--- src/rtl/cmgic_pkg.sv ---
package cmgic_pkg;
    // Register indices; each register sits at byte address index * 4
    localparam logic [5:0] IDX_INVERT = 6'h17;
    localparam logic [5:0] IDX_MIX1 = 6'h18;
    localparam logic [5:0] IDX_MIX2 = 6'h19;
    localparam logic [5:0] IDX_MIX3 = 6'h1A;
    localparam logic [5:0] IDX_XCTL = 6'h1B;
    localparam logic [5:0] IDX_LGAIN = 6'h1C;
    localparam logic [5:0] IDX_RGAIN = 6'h1D;
    localparam logic [5:0] IDX_IRQCTL = 6'h1E;
    localparam logic [5:0] IDX_FLAGS = 6'h20;
    localparam logic [5:0] IDX_MASK = 6'h21;
    localparam logic [5:0] IDX_MODE_MSB = 6'h22;
    localparam logic [5:0] IDX_MODE_LSB = 6'h23;

    // Field positions and reset values
    localparam int MIX_LINK_BIT = 7;
    localparam int MIX_TOP_BIT = 4;
    localparam int XCTL_RAMP_LSB = 4;
    localparam int XCTL_LOCK_BIT = 0;
    localparam int CTL_ALIGN_BIT = 7;
    localparam int CTL_DEEMPH_LSB = 4;
    localparam int CTL_STYLE_LSB = 2;
    localparam int FLAG_UNLOCK_BIT = 7;
    localparam int FLAG_OVER_BIT = 1;
    localparam logic [7:0] FLAG_USED = 8'h82;
    localparam logic [4:0] MIX_CODE_RST = 5'h09;
    localparam logic [7:0] REG_RST = 8'h00;

    // Zero-cross timeout in frames: lower bound of the allowed window
    localparam int ZC_TIMEOUT_FRAMES = 512;
    localparam int SAMPLE_W = 24;
    localparam int GAIN_W = 6;
    localparam int LEVEL_W = 9;

    typedef enum logic [2:0] {
        SRC_MUTE = 3'h0,
        SRC_RIGHT = 3'h1,
        SRC_LEFT = 3'h2,
        SRC_AVG = 3'h3,
        SRC_ALBR = 3'h4,
        SRC_BLAR = 3'h5
    } cmgic_src_t;

    typedef enum logic [1:0] {
        ST_IDLE = 2'h0,
        ST_ACK = 2'h1
    } cmgic_bus_st_t;

    typedef struct packed {
        logic align;
        logic [1:0] deemph;
        logic [1:0] style;
    } cmgic_irqctl_t;

    typedef struct packed {
        cmgic_src_t src;
        logic signed [SAMPLE_W-1:0] sample;
    } cmgic_chan_t;
endpackage

--- src/rtl/cmgic_top.sv ---
// Register access over Avalon-MM was chosen for this implementation.
`timescale 1ns/1ps
module cmgic_top #(
    parameter int ZC_TIMEOUT = cmgic_pkg::ZC_TIMEOUT_FRAMES
) (
    input wire logic clk_i,
    input wire logic sys_rst_i,
    input wire logic [7:0] avs_address_i,
    input wire logic avs_read_i,
    input wire logic avs_write_i,
    input wire logic [31:0] avs_writedata_i,
    input wire logic [3:0] avs_byteenable_i,
    output logic [31:0] avs_readdata_o,
    output logic avs_waitrequest_o,
    input wire logic signed [cmgic_pkg::SAMPLE_W-1:0] adc_left_i,
    input wire logic signed [cmgic_pkg::SAMPLE_W-1:0] adc_right_i,
    input wire logic sample_strobe_i,
    input wire logic left_zero_cross_i,
    input wire logic right_zero_cross_i,
    input wire logic pll_unlock_i,
    input wire logic adc_overrange_i,
    output cmgic_pkg::cmgic_chan_t [5:0] chan_o,
    output logic [2:0] pair_volume_link_o,
    output logic signed [cmgic_pkg::LEVEL_W-1:0] left_gain_level_o,
    output logic signed [cmgic_pkg::LEVEL_W-1:0] right_gain_level_o,
    output logic port_phase_align_o,
    output logic [1:0] deemph_select_o,
    output logic forced_lock_o,
    output logic irq_pin_o,
    output logic irq_pin_oe_o
);
    localparam logic [7:0] A_INVERT = {cmgic_pkg::IDX_INVERT, 2'h0};
    localparam logic [7:0] A_MIX1 = {cmgic_pkg::IDX_MIX1, 2'h0};
    localparam logic [7:0] A_MIX2 = {cmgic_pkg::IDX_MIX2, 2'h0};
    localparam logic [7:0] A_MIX3 = {cmgic_pkg::IDX_MIX3, 2'h0};
    localparam logic [7:0] A_XCTL = {cmgic_pkg::IDX_XCTL, 2'h0};
    localparam logic [7:0] A_LGAIN = {cmgic_pkg::IDX_LGAIN, 2'h0};
    localparam logic [7:0] A_RGAIN = {cmgic_pkg::IDX_RGAIN, 2'h0};
    localparam logic [7:0] A_IRQCTL = {cmgic_pkg::IDX_IRQCTL, 2'h0};
    localparam logic [7:0] A_FLAGS = {cmgic_pkg::IDX_FLAGS, 2'h0};
    localparam logic [7:0] A_MASK = {cmgic_pkg::IDX_MASK, 2'h0};
    localparam logic [7:0] A_MODE_MSB = {cmgic_pkg::IDX_MODE_MSB, 2'h0};
    localparam logic [7:0] A_MODE_LSB = {cmgic_pkg::IDX_MODE_LSB, 2'h0};

    cmgic_pkg::cmgic_bus_st_t bus_st_reg;
    logic [5:0] invert_reg;
    logic [2:0] link_reg;
    logic [4:0] mix_code_reg [3];
    logic [1:0] ramp_sel_reg;
    logic forced_lock_reg;
    logic signed [cmgic_pkg::GAIN_W-1:0] lgain_reg;
    logic signed [cmgic_pkg::GAIN_W-1:0] rgain_reg;
    cmgic_pkg::cmgic_irqctl_t irqctl_reg;
    logic [7:0] flags_reg;
    logic [7:0] flags_next;
    logic [7:0] mask_reg;
    logic [7:0] mode_msb_reg;
    logic [7:0] mode_lsb_reg;
    logic [7:0] snap_reg;
    logic [7:0] cond_prev_reg;
    logic [1:0] unlock_sync_reg;
    logic [1:0] over_sync_reg;
    logic [7:0] cond;
    logic [7:0] evt;
    logic [31:0] rd_val;
    logic wr_fire;
    logic rd_done;
    logic [7:0] wbyte;
    logic irq_active;
    cmgic_pkg::cmgic_src_t src_c [6];
    logic signed [cmgic_pkg::SAMPLE_W-1:0] smp_c [6];
    logic signed [cmgic_pkg::SAMPLE_W:0] lr_sum;

    // One wait cycle: request seen in IDLE, answered with waitrequest low in ACK
    always_ff @(posedge clk_i)
    begin
        if (sys_rst_i)
        begin
            bus_st_reg <= cmgic_pkg::ST_IDLE;
            avs_waitrequest_o <= 1'b1;
        end
        else
        begin
            case (bus_st_reg)
                cmgic_pkg::ST_IDLE:
                begin
                    if (avs_read_i || avs_write_i)
                    begin
                        bus_st_reg <= cmgic_pkg::ST_ACK;
                        avs_waitrequest_o <= 1'b0;
                    end
                end
                default:
                begin
                    bus_st_reg <= cmgic_pkg::ST_IDLE;
                    avs_waitrequest_o <= 1'b1;
                end
            endcase
        end
    end

    assign wr_fire = (bus_st_reg == cmgic_pkg::ST_ACK) && avs_write_i && avs_byteenable_i[0];
    assign rd_done = (bus_st_reg == cmgic_pkg::ST_ACK) && avs_read_i && (avs_address_i == A_FLAGS);
    assign wbyte = avs_writedata_i[7:0];

    // Read mux; unused and reserved bits read zero
    always_comb
    begin
        rd_val = 32'h0;
        if (avs_address_i == A_INVERT)
            rd_val[5:0] = invert_reg;
        else if (avs_address_i == A_MIX1)
            rd_val[7:0] = {link_reg[0], 2'h0, mix_code_reg[0]};
        else if (avs_address_i == A_MIX2)
            rd_val[7:0] = {link_reg[1], 2'h0, mix_code_reg[1]};
        else if (avs_address_i == A_MIX3)
            rd_val[7:0] = {link_reg[2], 2'h0, mix_code_reg[2]};
        else if (avs_address_i == A_XCTL)
            rd_val[7:0] = {2'h0, ramp_sel_reg, 3'h0, forced_lock_reg};
        else if (avs_address_i == A_LGAIN)
            rd_val[5:0] = lgain_reg;
        else if (avs_address_i == A_RGAIN)
            rd_val[5:0] = rgain_reg;
        else if (avs_address_i == A_IRQCTL)
            rd_val[7:0] = {irqctl_reg.align, 1'b0, irqctl_reg.deemph, irqctl_reg.style, 2'h0};
        else if (avs_address_i == A_FLAGS)
            rd_val[7:0] = flags_reg & mask_reg;
        else if (avs_address_i == A_MASK)
            rd_val[7:0] = mask_reg;
        else if (avs_address_i == A_MODE_MSB)
            rd_val[7:0] = mode_msb_reg;
        else if (avs_address_i == A_MODE_LSB)
            rd_val[7:0] = mode_lsb_reg;
    end

    // Snapshot of returned flags so only reported events are cleared
    always_ff @(posedge clk_i)
    begin
        if (sys_rst_i)
        begin
            avs_readdata_o <= 32'h0;
            snap_reg <= 8'h00;
        end
        else if (bus_st_reg == cmgic_pkg::ST_IDLE && avs_read_i)
        begin
            avs_readdata_o <= rd_val;
            snap_reg <= rd_val[7:0];
        end
    end

    // Configuration registers
    always_ff @(posedge clk_i)
    begin
        if (sys_rst_i)
        begin
            invert_reg <= '0;
            link_reg <= '0;
            mix_code_reg <= '{default: cmgic_pkg::MIX_CODE_RST};
            ramp_sel_reg <= '0;
            forced_lock_reg <= 1'b0;
            lgain_reg <= '0;
            rgain_reg <= '0;
            irqctl_reg <= '0;
            mask_reg <= cmgic_pkg::REG_RST;
            mode_msb_reg <= cmgic_pkg::REG_RST;
            mode_lsb_reg <= cmgic_pkg::REG_RST;
        end
        else if (wr_fire)
        begin
            if (avs_address_i == A_INVERT)
                invert_reg <= wbyte[5:0];
            else if (avs_address_i == A_MIX1)
                {link_reg[0], mix_code_reg[0]} <= {wbyte[cmgic_pkg::MIX_LINK_BIT], wbyte[4:0]};
            else if (avs_address_i == A_MIX2)
                {link_reg[1], mix_code_reg[1]} <= {wbyte[cmgic_pkg::MIX_LINK_BIT], wbyte[4:0]};
            else if (avs_address_i == A_MIX3)
                {link_reg[2], mix_code_reg[2]} <= {wbyte[cmgic_pkg::MIX_LINK_BIT], wbyte[4:0]};
            else if (avs_address_i == A_XCTL)
            begin
                ramp_sel_reg <= wbyte[cmgic_pkg::XCTL_RAMP_LSB +: 2];
                forced_lock_reg <= wbyte[cmgic_pkg::XCTL_LOCK_BIT];
            end
            else if (avs_address_i == A_LGAIN)
                lgain_reg <= wbyte[5:0];
            else if (avs_address_i == A_RGAIN)
                rgain_reg <= wbyte[5:0];
            else if (avs_address_i == A_IRQCTL)
            begin
                irqctl_reg.align <= wbyte[cmgic_pkg::CTL_ALIGN_BIT];
                irqctl_reg.deemph <= wbyte[cmgic_pkg::CTL_DEEMPH_LSB +: 2];
                irqctl_reg.style <= wbyte[cmgic_pkg::CTL_STYLE_LSB +: 2];
            end
            else if (avs_address_i == A_MASK)
                mask_reg <= wbyte & cmgic_pkg::FLAG_USED;
            else if (avs_address_i == A_MODE_MSB)
                mode_msb_reg <= wbyte & cmgic_pkg::FLAG_USED;
            else if (avs_address_i == A_MODE_LSB)
                mode_lsb_reg <= wbyte & cmgic_pkg::FLAG_USED;
        end
    end

    // Pin inputs pass two flops; only the second stage is read
    always_ff @(posedge clk_i)
    begin
        if (sys_rst_i)
        begin
            unlock_sync_reg <= 2'h0;
            over_sync_reg <= 2'h0;
        end
        else
        begin
            unlock_sync_reg <= {unlock_sync_reg[0], pll_unlock_i};
            over_sync_reg <= {over_sync_reg[0], adc_overrange_i};
        end
    end

    always_comb
    begin
        cond = 8'h00;
        cond[cmgic_pkg::FLAG_UNLOCK_BIT] = unlock_sync_reg[1];
        cond[cmgic_pkg::FLAG_OVER_BIT] = over_sync_reg[1];
        for (int i = 0; i < 8; i++)
        begin
            case ({mode_msb_reg[i], mode_lsb_reg[i]})
                2'h0: evt[i] = cond[i] && !cond_prev_reg[i];
                2'h1: evt[i] = !cond[i] && cond_prev_reg[i];
                2'h2: evt[i] = cond[i];
                default: evt[i] = 1'b0;
            endcase
        end
        // Set wins over the read clear; masked sources never latch
        flags_next = ((flags_reg & ~(rd_done ? snap_reg : 8'h00)) | evt) & mask_reg;
    end

    always_ff @(posedge clk_i)
    begin
        if (sys_rst_i)
        begin
            flags_reg <= 8'h00;
            cond_prev_reg <= 8'h00;
        end
        else
        begin
            flags_reg <= flags_next;
            cond_prev_reg <= cond;
        end
    end

    assign irq_active = |(flags_reg & mask_reg);

    // Reserved style leaves the pin undriven rather than guess a level
    always_ff @(posedge clk_i)
    begin
        if (sys_rst_i)
        begin
            irq_pin_o <= 1'b0;
            irq_pin_oe_o <= 1'b1;
        end
        else
        begin
            case (irqctl_reg.style)
                2'h0: {irq_pin_o, irq_pin_oe_o} <= {irq_active, 1'b1};
                2'h1: {irq_pin_o, irq_pin_oe_o} <= {!irq_active, 1'b1};
                2'h2: {irq_pin_o, irq_pin_oe_o} <= {1'b0, irq_active};
                default: {irq_pin_o, irq_pin_oe_o} <= 2'h0;
            endcase
        end
    end

    // Port and filter controls; de-emphasis only under forced lock, 00 means none
    always_ff @(posedge clk_i)
    begin
        if (sys_rst_i)
        begin
            port_phase_align_o <= 1'b0;
            deemph_select_o <= 2'h0;
            forced_lock_o <= 1'b0;
            pair_volume_link_o <= 3'h0;
        end
        else
        begin
            port_phase_align_o <= irqctl_reg.align;
            deemph_select_o <= forced_lock_reg ? irqctl_reg.deemph : 2'h0;
            forced_lock_o <= forced_lock_reg;
            pair_volume_link_o <= link_reg;
        end
    end

    function automatic cmgic_pkg::cmgic_src_t mix_src(input logic [4:0] code, input logic is_b);
        logic [1:0] sel;
        logic [1:0] other;
        sel = is_b ? code[1:0] : code[3:2];
        other = is_b ? code[3:2] : code[1:0];
        case (sel)
            2'h0: mix_src = cmgic_pkg::SRC_MUTE;
            2'h1: mix_src = cmgic_pkg::SRC_RIGHT;
            2'h2: mix_src = cmgic_pkg::SRC_LEFT;
            default:
            begin
                if (!code[cmgic_pkg::MIX_TOP_BIT])
                    mix_src = cmgic_pkg::SRC_AVG;
                else if (other == (is_b ? 2'h1 : 2'h2))
                    mix_src = cmgic_pkg::SRC_BLAR;
                else
                    mix_src = cmgic_pkg::SRC_ALBR;
            end
        endcase
    endfunction

    // Cross sums carry the half-sum here; the per-output volume is applied downstream
    assign lr_sum = {adc_left_i[23], adc_left_i} + {adc_right_i[23], adc_right_i};

    always_comb
    begin
        for (int c = 0; c < 6; c++)
        begin
            src_c[c] = mix_src(mix_code_reg[c / 2], c[0]);
            case (src_c[c])
                cmgic_pkg::SRC_MUTE: smp_c[c] = '0;
                cmgic_pkg::SRC_RIGHT: smp_c[c] = adc_right_i;
                cmgic_pkg::SRC_LEFT: smp_c[c] = adc_left_i;
                default: smp_c[c] = lr_sum[cmgic_pkg::SAMPLE_W:1];
            endcase
        end
    end

    // Negating full-scale negative wraps; kept to avoid a saturator per channel
    always_ff @(posedge clk_i)
    begin
        if (sys_rst_i)
            chan_o <= '0;
        else if (sample_strobe_i)
        begin
            for (int c = 0; c < 6; c++)
            begin
                chan_o[c].src <= src_c[c];
                chan_o[c].sample <= invert_reg[c] ? -smp_c[c] : smp_c[c];
            end
        end
    end

    cmgic_gain_ramp #(
        .TIMEOUT(ZC_TIMEOUT)
    ) u_left_ramp (
        .clk_i(clk_i),
        .sys_rst_i(sys_rst_i),
        .target_i(lgain_reg),
        .ramp_sel_i(ramp_sel_reg),
        .frame_tick_i(sample_strobe_i),
        .zero_cross_i(left_zero_cross_i),
        .level_o(left_gain_level_o)
    );

    cmgic_gain_ramp #(
        .TIMEOUT(ZC_TIMEOUT)
    ) u_right_ramp (
        .clk_i(clk_i),
        .sys_rst_i(sys_rst_i),
        .target_i(rgain_reg),
        .ramp_sel_i(ramp_sel_reg),
        .frame_tick_i(sample_strobe_i),
        .zero_cross_i(right_zero_cross_i),
        .level_o(right_gain_level_o)
    );

    property p_invert;
        @(posedge clk_i) disable iff (sys_rst_i)
        sample_strobe_i && (mix_code_reg[0][3:2] == 2'h2) && invert_reg[0]
            |=> chan_o[0].sample == -$past(adc_left_i);
    endproperty
    a_invert: assert property (p_invert) else $error("channel 0 not inverted");

    property p_mix_reset;
        @(posedge clk_i) $fell(sys_rst_i) |-> (mix_code_reg[1] == 5'h09) && !link_reg[1];
    endproperty
    a_mix_reset: assert property (p_mix_reset) else $error("mix code reset wrong");

    property p_pass_right;
        @(posedge clk_i) disable iff (sys_rst_i)
        sample_strobe_i && (mix_code_reg[2] == 5'h05) && (invert_reg[5:4] == 2'h0)
            |=> chan_o[4].sample == $past(adc_right_i) && chan_o[5].sample == $past(adc_right_i);
    endproperty
    a_pass_right: assert property (p_pass_right) else $error("pair 3 not carrying right");

    property p_cross;
        @(posedge clk_i) disable iff (sys_rst_i)
        sample_strobe_i && (mix_code_reg[0] == 5'h1E)
            |=> chan_o[0].src == cmgic_pkg::SRC_BLAR && chan_o[1].src == cmgic_pkg::SRC_LEFT;
    endproperty
    a_cross: assert property (p_cross) else $error("cross sum decode wrong");

    property p_unlock_flag;
        @(posedge clk_i) disable iff (sys_rst_i)
        $rose(unlock_sync_reg[1]) && mask_reg[7] && !mode_msb_reg[7] && !mode_lsb_reg[7]
            |=> flags_reg[7] [*2];
    endproperty
    a_unlock_flag: assert property (p_unlock_flag) else $error("unlock flag not held");

    property p_read_clear;
        @(posedge clk_i) disable iff (sys_rst_i)
        rd_done && (evt == 8'h00) |=> (flags_reg & $past(snap_reg)) == 8'h00;
    endproperty
    a_read_clear: assert property (p_read_clear) else $error("flags not cleared by read");

    property p_masked;
        @(posedge clk_i) disable iff (sys_rst_i)
        !mask_reg[1] |=> !flags_reg[1];
    endproperty
    a_masked: assert property (p_masked) else $error("masked flag latched");

    property p_pin_low;
        @(posedge clk_i) disable iff (sys_rst_i)
        (irqctl_reg.style == 2'h1) && irq_active ##1 (irqctl_reg.style == 2'h1)
            |-> !irq_pin_o && irq_pin_oe_o;
    endproperty
    a_pin_low: assert property (p_pin_low) else $error("active low pin wrong");

    property p_readback_masked;
        @(posedge clk_i) disable iff (sys_rst_i)
        (bus_st_reg == cmgic_pkg::ST_IDLE) && avs_read_i && (avs_address_i == A_FLAGS)
            |=> (avs_readdata_o[7:0] & ~$past(mask_reg)) == 8'h00;
    endproperty
    a_readback_masked: assert property (p_readback_masked) else $error("masked flag read");

    c_flag_read: cover property (@(posedge clk_i) disable iff (sys_rst_i)
        rd_done && (snap_reg != 8'h00));
    c_cross_mix: cover property (@(posedge clk_i) disable iff (sys_rst_i)
        sample_strobe_i && src_c[0] == cmgic_pkg::SRC_ALBR);
    c_open_drain: cover property (@(posedge clk_i) disable iff (sys_rst_i)
        irq_pin_oe_o && irqctl_reg.style == 2'h2);
endmodule

--- src/rtl/cmgic_gain_ramp.sv ---
`timescale 1ns/1ps
module cmgic_gain_ramp #(
    parameter int TIMEOUT = cmgic_pkg::ZC_TIMEOUT_FRAMES
) (
    input wire logic clk_i,
    input wire logic sys_rst_i,
    input wire logic signed [cmgic_pkg::GAIN_W-1:0] target_i,
    input wire logic [1:0] ramp_sel_i,
    input wire logic frame_tick_i,
    input wire logic zero_cross_i,
    output logic signed [cmgic_pkg::LEVEL_W-1:0] level_o
);
    // Level is held in 1/8 dB units so the soft ramp can step finely
    logic signed [cmgic_pkg::LEVEL_W-1:0] target8;
    logic [9:0] timer_reg;
    logic timeout;
    logic zc_event;
    logic differs;

    assign target8 = {target_i, 3'h0};
    assign differs = (level_o != target8);
    assign timeout = frame_tick_i && (timer_reg == 10'(TIMEOUT - 1));
    assign zc_event = differs && (zero_cross_i || timeout);

    always_ff @(posedge clk_i)
    begin
        if (sys_rst_i)
            level_o <= '0;
        else
        begin
            case (ramp_sel_i)
                2'h0: level_o <= target8;
                2'h1:
                begin
                    if (zc_event)
                        level_o <= target8;
                end
                2'h2:
                begin
                    if (frame_tick_i && differs)
                        level_o <= (level_o < target8) ? level_o + 9'sh1 : level_o - 9'sh1;
                end
                default:
                begin
                    if (zc_event)
                        level_o <= (level_o < target8) ? level_o + 9'sh1 : level_o - 9'sh1;
                end
            endcase
        end
    end

    // Timer restarts whenever a zero-cross or timeout step lands, bounding the wait for a crossing
    always_ff @(posedge clk_i)
    begin
        if (sys_rst_i || !differs || zc_event)
            timer_reg <= '0;
        else if (frame_tick_i)
            timer_reg <= timer_reg + 10'h1;
    end

    property p_soft_step;
        @(posedge clk_i) disable iff (sys_rst_i)
        (ramp_sel_i == 2'h2) && frame_tick_i && (level_o < target8)
            |=> level_o == $past(level_o) + 9'sh1;
    endproperty
    a_soft_step: assert property (p_soft_step) else $error("soft ramp step wrong");

    property p_soft_hold;
        @(posedge clk_i) disable iff (sys_rst_i)
        (ramp_sel_i == 2'h2) && !frame_tick_i |=> $stable(level_o);
    endproperty
    a_soft_hold: assert property (p_soft_hold) else $error("level moved between frames");

    c_ramp_done: cover property (@(posedge clk_i) disable iff (sys_rst_i)
        (ramp_sel_i == 2'h2) && $changed(level_o) && !differs);
endmodule

--- config.mk ---
export PLATFORM = sky130hd
export DESIGN_NAME = cmgic_top
export DESIGN_NICKNAME = d
export VERILOG_FILES = /design/src/rtl/cmgic_pkg.sv /design/src/rtl/cmgic_top.sv /design/src/rtl/cmgic_gain_ramp.sv
export SDC_FILE = /design/constraint.sdc
export NUM_CORES = 1
export LEC_CHECK = 0
export ABC_CLOCK_PERIOD_IN_PS = 6900
export BUFFER_PORTS_ARGS = -buffer_cell sky130_fd_sc_hd__buf_2
export CAP_MARGIN = 10
export CORE_MARGIN = 2
export CORE_UTILIZATION = 29
export CTS_CLUSTER_DIAMETER = 120
export DETAILED_ROUTE_END_ITERATION = 10
export SLEW_MARGIN = 20
export SYNTH_ARGS = -nofsm -noshare
export SYNTH_HDL_FRONTEND = slang
export SYNTH_SLANG_ARGS = --single-unit
--- constraint.sdc ---
create_clock -name clk_i -period 6.9 [get_ports clk_i]
set_input_delay 0.345 -clock clk_i [delete_from_list [all_inputs] [get_ports clk_i]]
set_output_delay 0.345 -clock clk_i [all_outputs]
set_load 0.01 [all_outputs]
# After elaboration in Yosys (flattened, before gate mapping)
# Cells that the tools add are included.
dict set report totals {
  ff_bits 283
  wordCells 255
}
dict set report classes {
  n_addsub 13
  magnitude_cmp 2
  eq_ne 52
  mux 60
  bitwise 17
  n_reduce_logical 65
}
# operator count
set op_table {}
lappend op_table {{$pmux W24 S3} 6}
lappend op_table {{$mux W24} 6}
lappend op_table {{$neg A24 Y24} 6}
lappend op_table {{$mux W8} 10}
lappend op_table {{$mux W9} 8}
lappend op_table {{$eq A8 B7 Y1 const B} 8}
lappend op_table {{$pmux W3 S3} 6}
lappend op_table {{$pmux W9 S3} 2}
lappend op_table {{$eq A8 B8 Y1 const B} 4}
lappend op_table {{$add A24 B24 Y25} 1}
lappend op_table {{$and A8 B8 Y8} 3}
lappend op_table {{$logic_not A2 Y1} 11}
lappend op_table {{$add A10 B1 Y10 const B} 2}
lappend op_table {{$eq A10 B9 Y1 const B} 2}
lappend op_table {{$eq A2 B1 Y1 const B} 10}
lappend op_table {{$eq A2 B2 Y1 const B} 10}
lappend op_table {{$add A9 B2 Y9 const B} 2}
lappend op_table {{$eq A3 B1 Y1 const B} 6}
lappend op_table {{$eq A3 B2 Y1 const B} 6}
lappend op_table {{$logic_not A3 Y1} 6}
lappend op_table {{$lt A9 B9 Y1} 2}
lappend op_table {{$mux W3} 6}
lappend op_table {{$mux W6} 3}
lappend op_table {{$ne A9 B9 Y1} 2}
lappend op_table {{other kinds (26)} 81}

# Logic depth before layout (Yosys ltp)
# Gate-level depths: netlist of run 1.
dict set report depth {
  depth_word 13
  depth_mapped 18
}

# Modules after synthesis
# From an unflattened synthesis of run 1, not the netlist that was laid out.
dict set report unflattened {
  hier_cells 2534
  hier_area_um2 19881.6
}
# module instances cells_per_inst area_per_inst_um2 seq_area_each_um2
set by_module_without_submodules {}
lappend by_module_without_submodules {cmgic_top 1 2146 16751.1 4764.6}
lappend by_module_without_submodules {cmgic_gain_ramp 2 194 1565.3 380.4}

# Worst setup path before layout of run 1
# No wires, ideal clock.
dict set report synth_timing {
  path_kind {input to register}
  start {input adc_left_i[0] in the netlist's numbering}
  end {register chan_o[21] in the netlist's numbering}
  arrival_time_ns 3.922
  setup_slack_ns 2.858
  path_stages 15
  n_path_buf 3
  cell_sequence {buf_2 -> and2_1 -> fa_1 -> a211oi_4 -> o21ai_2 -> buf_6 -> a211o_1 -> and2_1 -> a222oi_1 -> o211ai_1 -> or4_1 -> clkbuf_1 -> o31ai_1 -> nor3_1 -> a211o_1}
}
dict set report synth_between {
  elab_chain_len 4
}
# item line_no
set synth_rtl {}
lappend synth_rtl {{start: declaration} cmgic_top.sv:15} ;# input wire logic signed [cmgic_pkg::SAMPLE_W-1:0] adc_left_i,
lappend synth_rtl {{$add A24 B24 Y25} cmgic_top.sv:311} ;# assign lr_sum = {adc_left_i[23], adc_left_i} + {adc_right_i[23], adc_right_i};
lappend synth_rtl {{$pmux W24 S3 (*)} cmgic_top.sv:318} ;# case (src_c[c])
lappend synth_rtl {{$neg A24 Y24} cmgic_top.sv:337} ;# chan_o[c].sample <= invert_reg[c] ? -smp_c[c] : smp_c[c];
lappend synth_rtl {{$mux W24 (*)} cmgic_top.sv:337}
lappend synth_rtl {{end: declaration} cmgic_top.sv:22} ;# output cmgic_pkg::cmgic_chan_t [5:0] chan_o,
# Every way passes the cells marked *; elsewhere a longest branch is shown, timed or not.
# A chain may end at the register's enable or synchronous reset.

# Worst setup path after layout of run 1
dict set report layout_timing {
  start {input adc_left_i[2] in the netlist's numbering}
  end {register chan_o[77] in the netlist's numbering}
}
# The elaborated chain is that of the path after synthesis.

==> metrics.cfg, run 1 <==
[status]
status=completed

[yosys]
syn_area_um2=20120
synthTopCellsByCount=nor2_1 (303), dfxtp_1 (276), nand2_1 (242)
synth_edf_count=0
synth.distinct_cells=104
synth_fa_ha_area_frac=0.03842
muxShareOfSynthArea=0.07442
synth_top_cell_area_share=0.2746
synth_xor_area_frac=0.05397
ys.warnings.count=0
syn_inst=2642
ys.flop_type=dfxtp_1
ys_seq_area_frac=0.2746
yosysMostFrequentCell=nor2_1
yosys.area_share.simple=0.2297
ys_ff_latch=276
synth_top_cell_by_area=dfxtp_1
synth_top_family_by_area=compound AO/OA/AOI/OAI gates
async_reset_ff_frac=0
synth_compound_area_frac=0.2679
netlist_top_cells_area=dfxtp_1 (27%), mux2i_1 (6.7%), nor2_1 (5.7%)
avgSynthCellArea_um2=7.617

[hold_path]
hold_depth=3
whs_endpoint=bus_st_reg[0]
holdCritStartpoint=avs_write_i
hp-class=in2reg

[place]
dp_hpwl_um=62240
pre_cts_slack_ns=1.932
gp_congestion=0.9314
port_buffers=269

[timing]
slew_headroom=0.2232
fin_worst_skew_ns=0.03926
slew_viol_final=0
timing_hold_violations_final=0
final-setup-viol-count=0
period_share=0.6525
worst_pin_slew_ns=1.156
fin_crit_ns=4.502
fmax_ghz=0.2221
rsz0062_at_grt=no
totalNegativeSetupSlack_ns=0
final.setup.worst_slack_ns=2.398

[clocking]
clock_latency_ns=0.63
post_cts_resized=0
tritoncts=done
h-tree-depth=1
clkSlewWorstSetupHoldPaths_ns=0.06
numCtsBuffers=31
cts_sinks=276
clk_path_buf_depth=3
root_buffer=clkbuf_16
cts_setup_buffers=0

[critical_path]
arrival_ns=5.02
reg2reg_slack_ns=2.55
path_class=in2reg
rr_worst_depth=18
cp-start-kind=input pin
rr_startpoint=rgain_reg[1]
max_stage_delay_ns=0.65
path_buf_inv=1
endpoint_kind=register
crit_chain=buf_2, ha_1, a21oi_2, a2111oi_2, or4_1, and2_1, a221oi_2, nand4b_1, nor4_2, nand2_1, or4_1, a31oi_1
timing.rr.end=u_right_ramp.level_o[8]
cp_top_family=simple AND/OR/NAND/NOR gates
worst_path_max_delay_cell=nor4_2
critical_path.most_common_cell=or4_1
required_ns=7.42
critPathMaxFanout=12

[floorplan]
ios=323
die_y_um=267.4
start_util=0.2929
die_area_um2=71520
coreArea_um2=68710
dieWidth_um=267.4
num_rows=96

[grt]
grt_max_degree=99
grt_first_pass_wirelength_um=123500
grt_antenna_before_repair=4
grt_use_total=0.2250
grt_pass1_vias=19300
overflow=0

[route]
drt-pass1-iter-count=8
wire_per_inst_um=22.17
vias_per_cell=5.622
routed.top_layer=met5
drtIter0Drc=2299
met1Wirelength_um=35320
drc_errors=0
wl_met2_um=37420
met3_length_um=7418
vias=21090
drt_wl_total_um=83170
ant_nets=0

[flow_run]
maxCapViolations=0

[final_layout]
seq_area_um2=5525
largest_reg_flops=162
multiInputGateArea_um2=13480
nets=2955
syn_to_final_growth_pct=15.52
layout-drive-gt1-share=0.1537
fill_cells=7460

[pwr]
pwr_density_cell_nw_per_um2=186.4
irDropWorstVdd_mv=0.1955
leakage_nw=9.542

==> per-layer routing <==
layer / up-vias / GRT usage
met3: 136 / 0.03494
met5: - / 0
met2: 1024 / 0.3623
li1: 9968 / -
met1: 9956 / 0.3052
met4: 4 / 0.07625
==> placed cells by master (no fill, tap or decap), drive strengths merged, types with 22 or more instances in the layout <==
cell type,Yosys,layout
and2,37,37
nor2b,42,42
and3,34,34
buf,60,319
xor2,41,41
o31ai,22,22
nand3,82,82
a21oi,178,178
or3,22,22
dfxtp,276,276
a211oi,46,46
mux2i,135,135
a22oi,69,69
o21a,22,22
o21ai,155,155
conb,1,25
a21o,27,27
o211ai,24,24
clkbuf,166,42
a31oi,46,46
nand2,244,244
a22o,35,35
nand4,32,32
nor2,303,303
nor3,53,53
inv,55,58
nor4,23,23
xnor2,83,83
ha,57,57
==> worst max-delay path by stage <==
| stage | slack, ns | end | cells past startpoint | startpoint |
|---|---|---|---|---|
| floorplan | 2.86 | chan_o[21] | 15 | adc_left_i[0] |
| global placement | 1.99 | chan_o[77] | 12 | adc_left_i[2] |
| detailed placement | 1.93 | chan_o[77] | 12 | adc_left_i[2] |
| CTS | 2.56 | u_right_ramp.level_o[8] | 18 | rgain_reg[1] |
| global route | 2.25 | u_right_ramp.level_o[8] | 18 | rgain_reg[1] |
| finish | 2.40 | chan_o[77] | 12 | adc_left_i[2] |
==> worst register-to-register path, delay by kind of cell, from the launching register on <==
kind | cells | cell delay (ns)
muxes | 1 | 0.35
adders and majority gates | 2 | 0.70
DFF | 1 | 0.45
AOI/OAI and AO/OA | 11 | 2.31
and+or+nand+nor | 2 | 0.19
buffers and inverters | 1 | 0.07
xor gates and xnor gates | 1 | 0.14
==> power by group <==
group	total [W]	switching (W)	internal (W)
clock	0.00181	0.000745	0.00106
combinational	0.000840	0.000568	0.000272
sequential	0.00169	0.0000339	0.00165
==> layout make-up <==
| type | count | share of cell area |
|---|---|---|
| inverter | 59 | 0.009634 |
| antenna | 3 | 0.0003229 |
| clock buffer | 42 | 0.03859 |
| tap | 931 | 0.05011 |
| timing repair buffer | 321 | 0.07546 |
| multi-input combinational | 2105 | 0.5798 |
| clock inverter | 14 | 0.008396 |
| sequential | 276 | 0.2377 |
==> stage by stage <==
step | power [W] | instances | hold slack [ns] | instance area, µm² | util
detailed placement | 0.002541 | 3690 | 0.4255 | 22130 | 0.3221
global route | 0.004501 | 3750 | 0.04674 | 23240 | 0.3383
global placement | 0.002538 | 3690 | 0.4273 | 22130 | 0.3221
finish | 0.004333 | 3751 | 0.04228 | 23250 | 0.3384
floorplan | 0.002256 | 2666 | 0.4117 | 20210 | -
CTS | 0.004367 | 3748 | 0.006034 | 23240 | 0.3383
==> cell families after synthesis <==
logic type               after synthesis
AND/OR/NAND/NOR                      958
buffers and inverters                285
flip-flops                           276
other                                  1
adder cells (fa/ha/maj)               60
multiplexers                         148
XOR/XNOR                             124
AO/OA/AOI/OAI                        790
==> what timing repair did <==
action,4_1_cts,5_1_grt
endpoints found under the setup margin,0,0
endpoints found under the hold margin,2,0
hold buffers,2,0
(Power assumes the default switching activity.)
==> run 2, diff against run 1 <==
--- a/config.mk
+++ b/config.mk
@@ -5,7 +5,7 @@
 export SDC_FILE = /design/constraint.sdc
 export NUM_CORES = 1
 export LEC_CHECK = 0
-export ABC_CLOCK_PERIOD_IN_PS = 6900
+export ABC_CLOCK_PERIOD_IN_PS = 3900
 export BUFFER_PORTS_ARGS = -buffer_cell sky130_fd_sc_hd__buf_2
 export CAP_MARGIN = 10
 export CORE_MARGIN = 2
==> constraint.sdc (replaced) <==
create_clock -name clk_i -period 3.9 [get_ports clk_i]
set_input_delay 0.195 -clock clk_i [delete_from_list [all_inputs] [get_ports clk_i]]
set_output_delay 0.195 -clock clk_i [all_outputs]
set_load 0.01 [all_outputs]
==> run 2 against run 1 <==
Against the previous run:
- largest power group unchanged
- largest cell class unchanged
- critical path type is now reg2reg
- die area stayed put
- clock power is 94% higher
- design area is 12% higher
- power is 92% higher
- non-clock buffer count is 336 higher
- first-iteration DRC count hardly changed
- via count is 7.0% higher
- utilization is 3.9 points higher
- global-route usage is 1.3 points higher
- setup slack worse by 2.2 ns
- combinational power is 120% higher
==> metrics.cfg, run 2 (synthesis gave the netlist of run 1 again) <==
[clocking]
clock_latency_ns=0.58
tritoncts=done
clkSlewWorstSetupHoldPaths_ns=0.06
cts_sinks=276
clk_path_buf_depth=3
h-tree-depth=2
root_buffer=clkbuf_16
numCtsBuffers=34
cts_setup_buffers=0

[place]
gp_congestion=0.9927
port_buffers=269
dp_hpwl_um=68580
dpl_cell_area_um2=24610

[pwr]
leakage_nw=11.19
irDropWorstVdd_mv=0.2664
pwr_density_cell_nw_per_um2=320.5

[final_layout]
largest_reg_flops=162
final_util=0.3776
fill_cells=7314
seq_area_um2=5525
fin_area_um2=25940
nets=3294
multiInputGateArea_um2=13480
layout_commonest_cell=buf_4
syn_to_final_growth_pct=28.92
layout-drive-gt1-share=0.2414
final_cell_mix=buf_4 (376), nor2_1 (303), dfxtp_1 (276)

[grt]
grt_max_degree=177
global_route.usage.met1=0.3221
grt_first_pass_wirelength_um=130300
overflow=0
use_met3=0.03761
top_usage_layer=met2
grt_use_total=0.2382
met2_usage=0.3830
grt_pass1_vias=20750
grt_antenna_before_repair=1

[timing]
final-setup-viol-count=0
rsz0062_at_grt=yes
period_share=0.9474
worst_pin_slew_ns=1.038
slew_headroom=0.3063
timing_hold_violations_final=0
fin_worst_skew_ns=0.03214
fin_crit_ns=3.695
slew_viol_final=0
fmax_ghz=0.2706
totalNegativeSetupSlack_ns=0

[floorplan]
ios=323
die_y_um=267.4
coreArea_um2=68710
dieWidth_um=267.4
die_area_um2=71520
start_util=0.2929
num_rows=96

[route]
drtIter0Drc=2298
drt_wl_total_um=88030
drt-pass1-iter-count=6
drc_errors=0
vias=22570
vias_per_cell=5.519
wire_per_inst_um=21.52
ant_nets=0

[critical_path]
reg2reg_slack_ns=0.21
worst_path_max_delay_cell=ha_1
endpoint_kind=register
cp-start-kind=register
rr_worst_depth=18
cp_num_cells=18
critical_path.most_common_cell=a21oi_1
cp_top_family=compound AO/OA/AOI/OAI gates
rr_startpoint=rgain_reg[1]
path_buf_inv=1
arrival_ns=4.11
worstSetupEndpoint=u_right_ramp.level_o[8]
path_class=reg2reg
required_ns=4.31
cp-startpoint=rgain_reg[1]
max_stage_delay_ns=0.36
crit_chain=inv_1, ha_1, nor2b_1, o21a_1, o21a_1, o21ai_1, a31oi_2, ha_1, a21o_1, a21oi_1, o21bai_1, a21oi_1, o21bai_1, a21oi_1, xnor2_1, mux2_2, a221oi_1, nor2_1
timing.rr.end=u_right_ramp.level_o[8]
critPathMaxFanout=4

[hold_path]
hp-class=in2reg

[status]
status=completed

[flow_run]
maxCapViolations=0

run 2: cell count changes in the layout (fill, tap and decap cells not counted), moves of 3 or more:
cell,previous run,this run
clkbuf_1,3,6
clkbuf_8,8,5
clkinvlp_4,0,3
clkinv_2,7,2
clkbuf_16,31,34
buf_4,50,376
dlygate4sd3_1,2,10
run 2: where the power goes:
| part | switching (W) | total [W] | internal (W) | leakage [nW] |
|---|---|---|---|---|
| clock | 0.00139 | 0.00351 | 0.00212 | 0.580 |
| sequential | 0.0000566 | 0.00298 | 0.00292 | 2.26 |
| combinational | 0.00109 | 0.00182 | 0.000733 | 8.35 |
run 2: final cells by class:
cell class | count | share of cell area
diodes | 3 | 0.0002894
clock buffers | 45 | 0.03631
clock inverters | 14 | 0.01061
inverters | 59 | 0.008632
multi-input cells | 2105 | 0.5197
flip-flops and latches | 276 | 0.2130
well taps | 931 | 0.04490
repair buffers | 657 | 0.1666
run 2: how the worst min path moves through the flow:
| stage | cells after the start | start | endpoint |
|---|---|---|---|
| after floorplan | 2 | avs_writedata_i[0] | mix_code_reg[5] |
| after global placement | 2 | pll_unlock_i | unlock_sync_reg[0] |
| after detailed placement | 2 | pll_unlock_i | unlock_sync_reg[0] |
| after CTS | 2 | sys_rst_i | snap_reg[7] |
| after global routing | 2 | sys_rst_i | mask_reg[7] |
| final | 2 | sys_rst_i | over_sync_reg[0] |
run 2: metal layers:
layer  vias up  part of all wire
met2      1048              0.45
met5         -                 0
met1     10740              0.43
li1      10650                 -
met4         0             0.034
met3       141             0.085
run 2: stage by stage:
step | hold WS, ns | worst slack (ns) | std cells | total power, W
after floorplan | 0.3201 | 0.008074 | 2666 | 0.003991
after global placement | 0.4093 | -0.2571 | 4018 | 0.004812
after detailed placement | 0.4177 | -0.3685 | 4018 | 0.004817
after CTS | 0.02720 | 0.1056 | 4087 | 0.008360
after global routing | 0.05665 | -0.008919 | 4088 | 0.008658
final | 0.04143 | 0.2051 | 4090 | 0.008315
run 2: timing repair:
item                                   in CTS  in global routing
setup endpoints to repair                   0                  2
gates resized for setup                     0                  4
hold buffers                               10                  0
endpoints found under the hold margin      21                  0
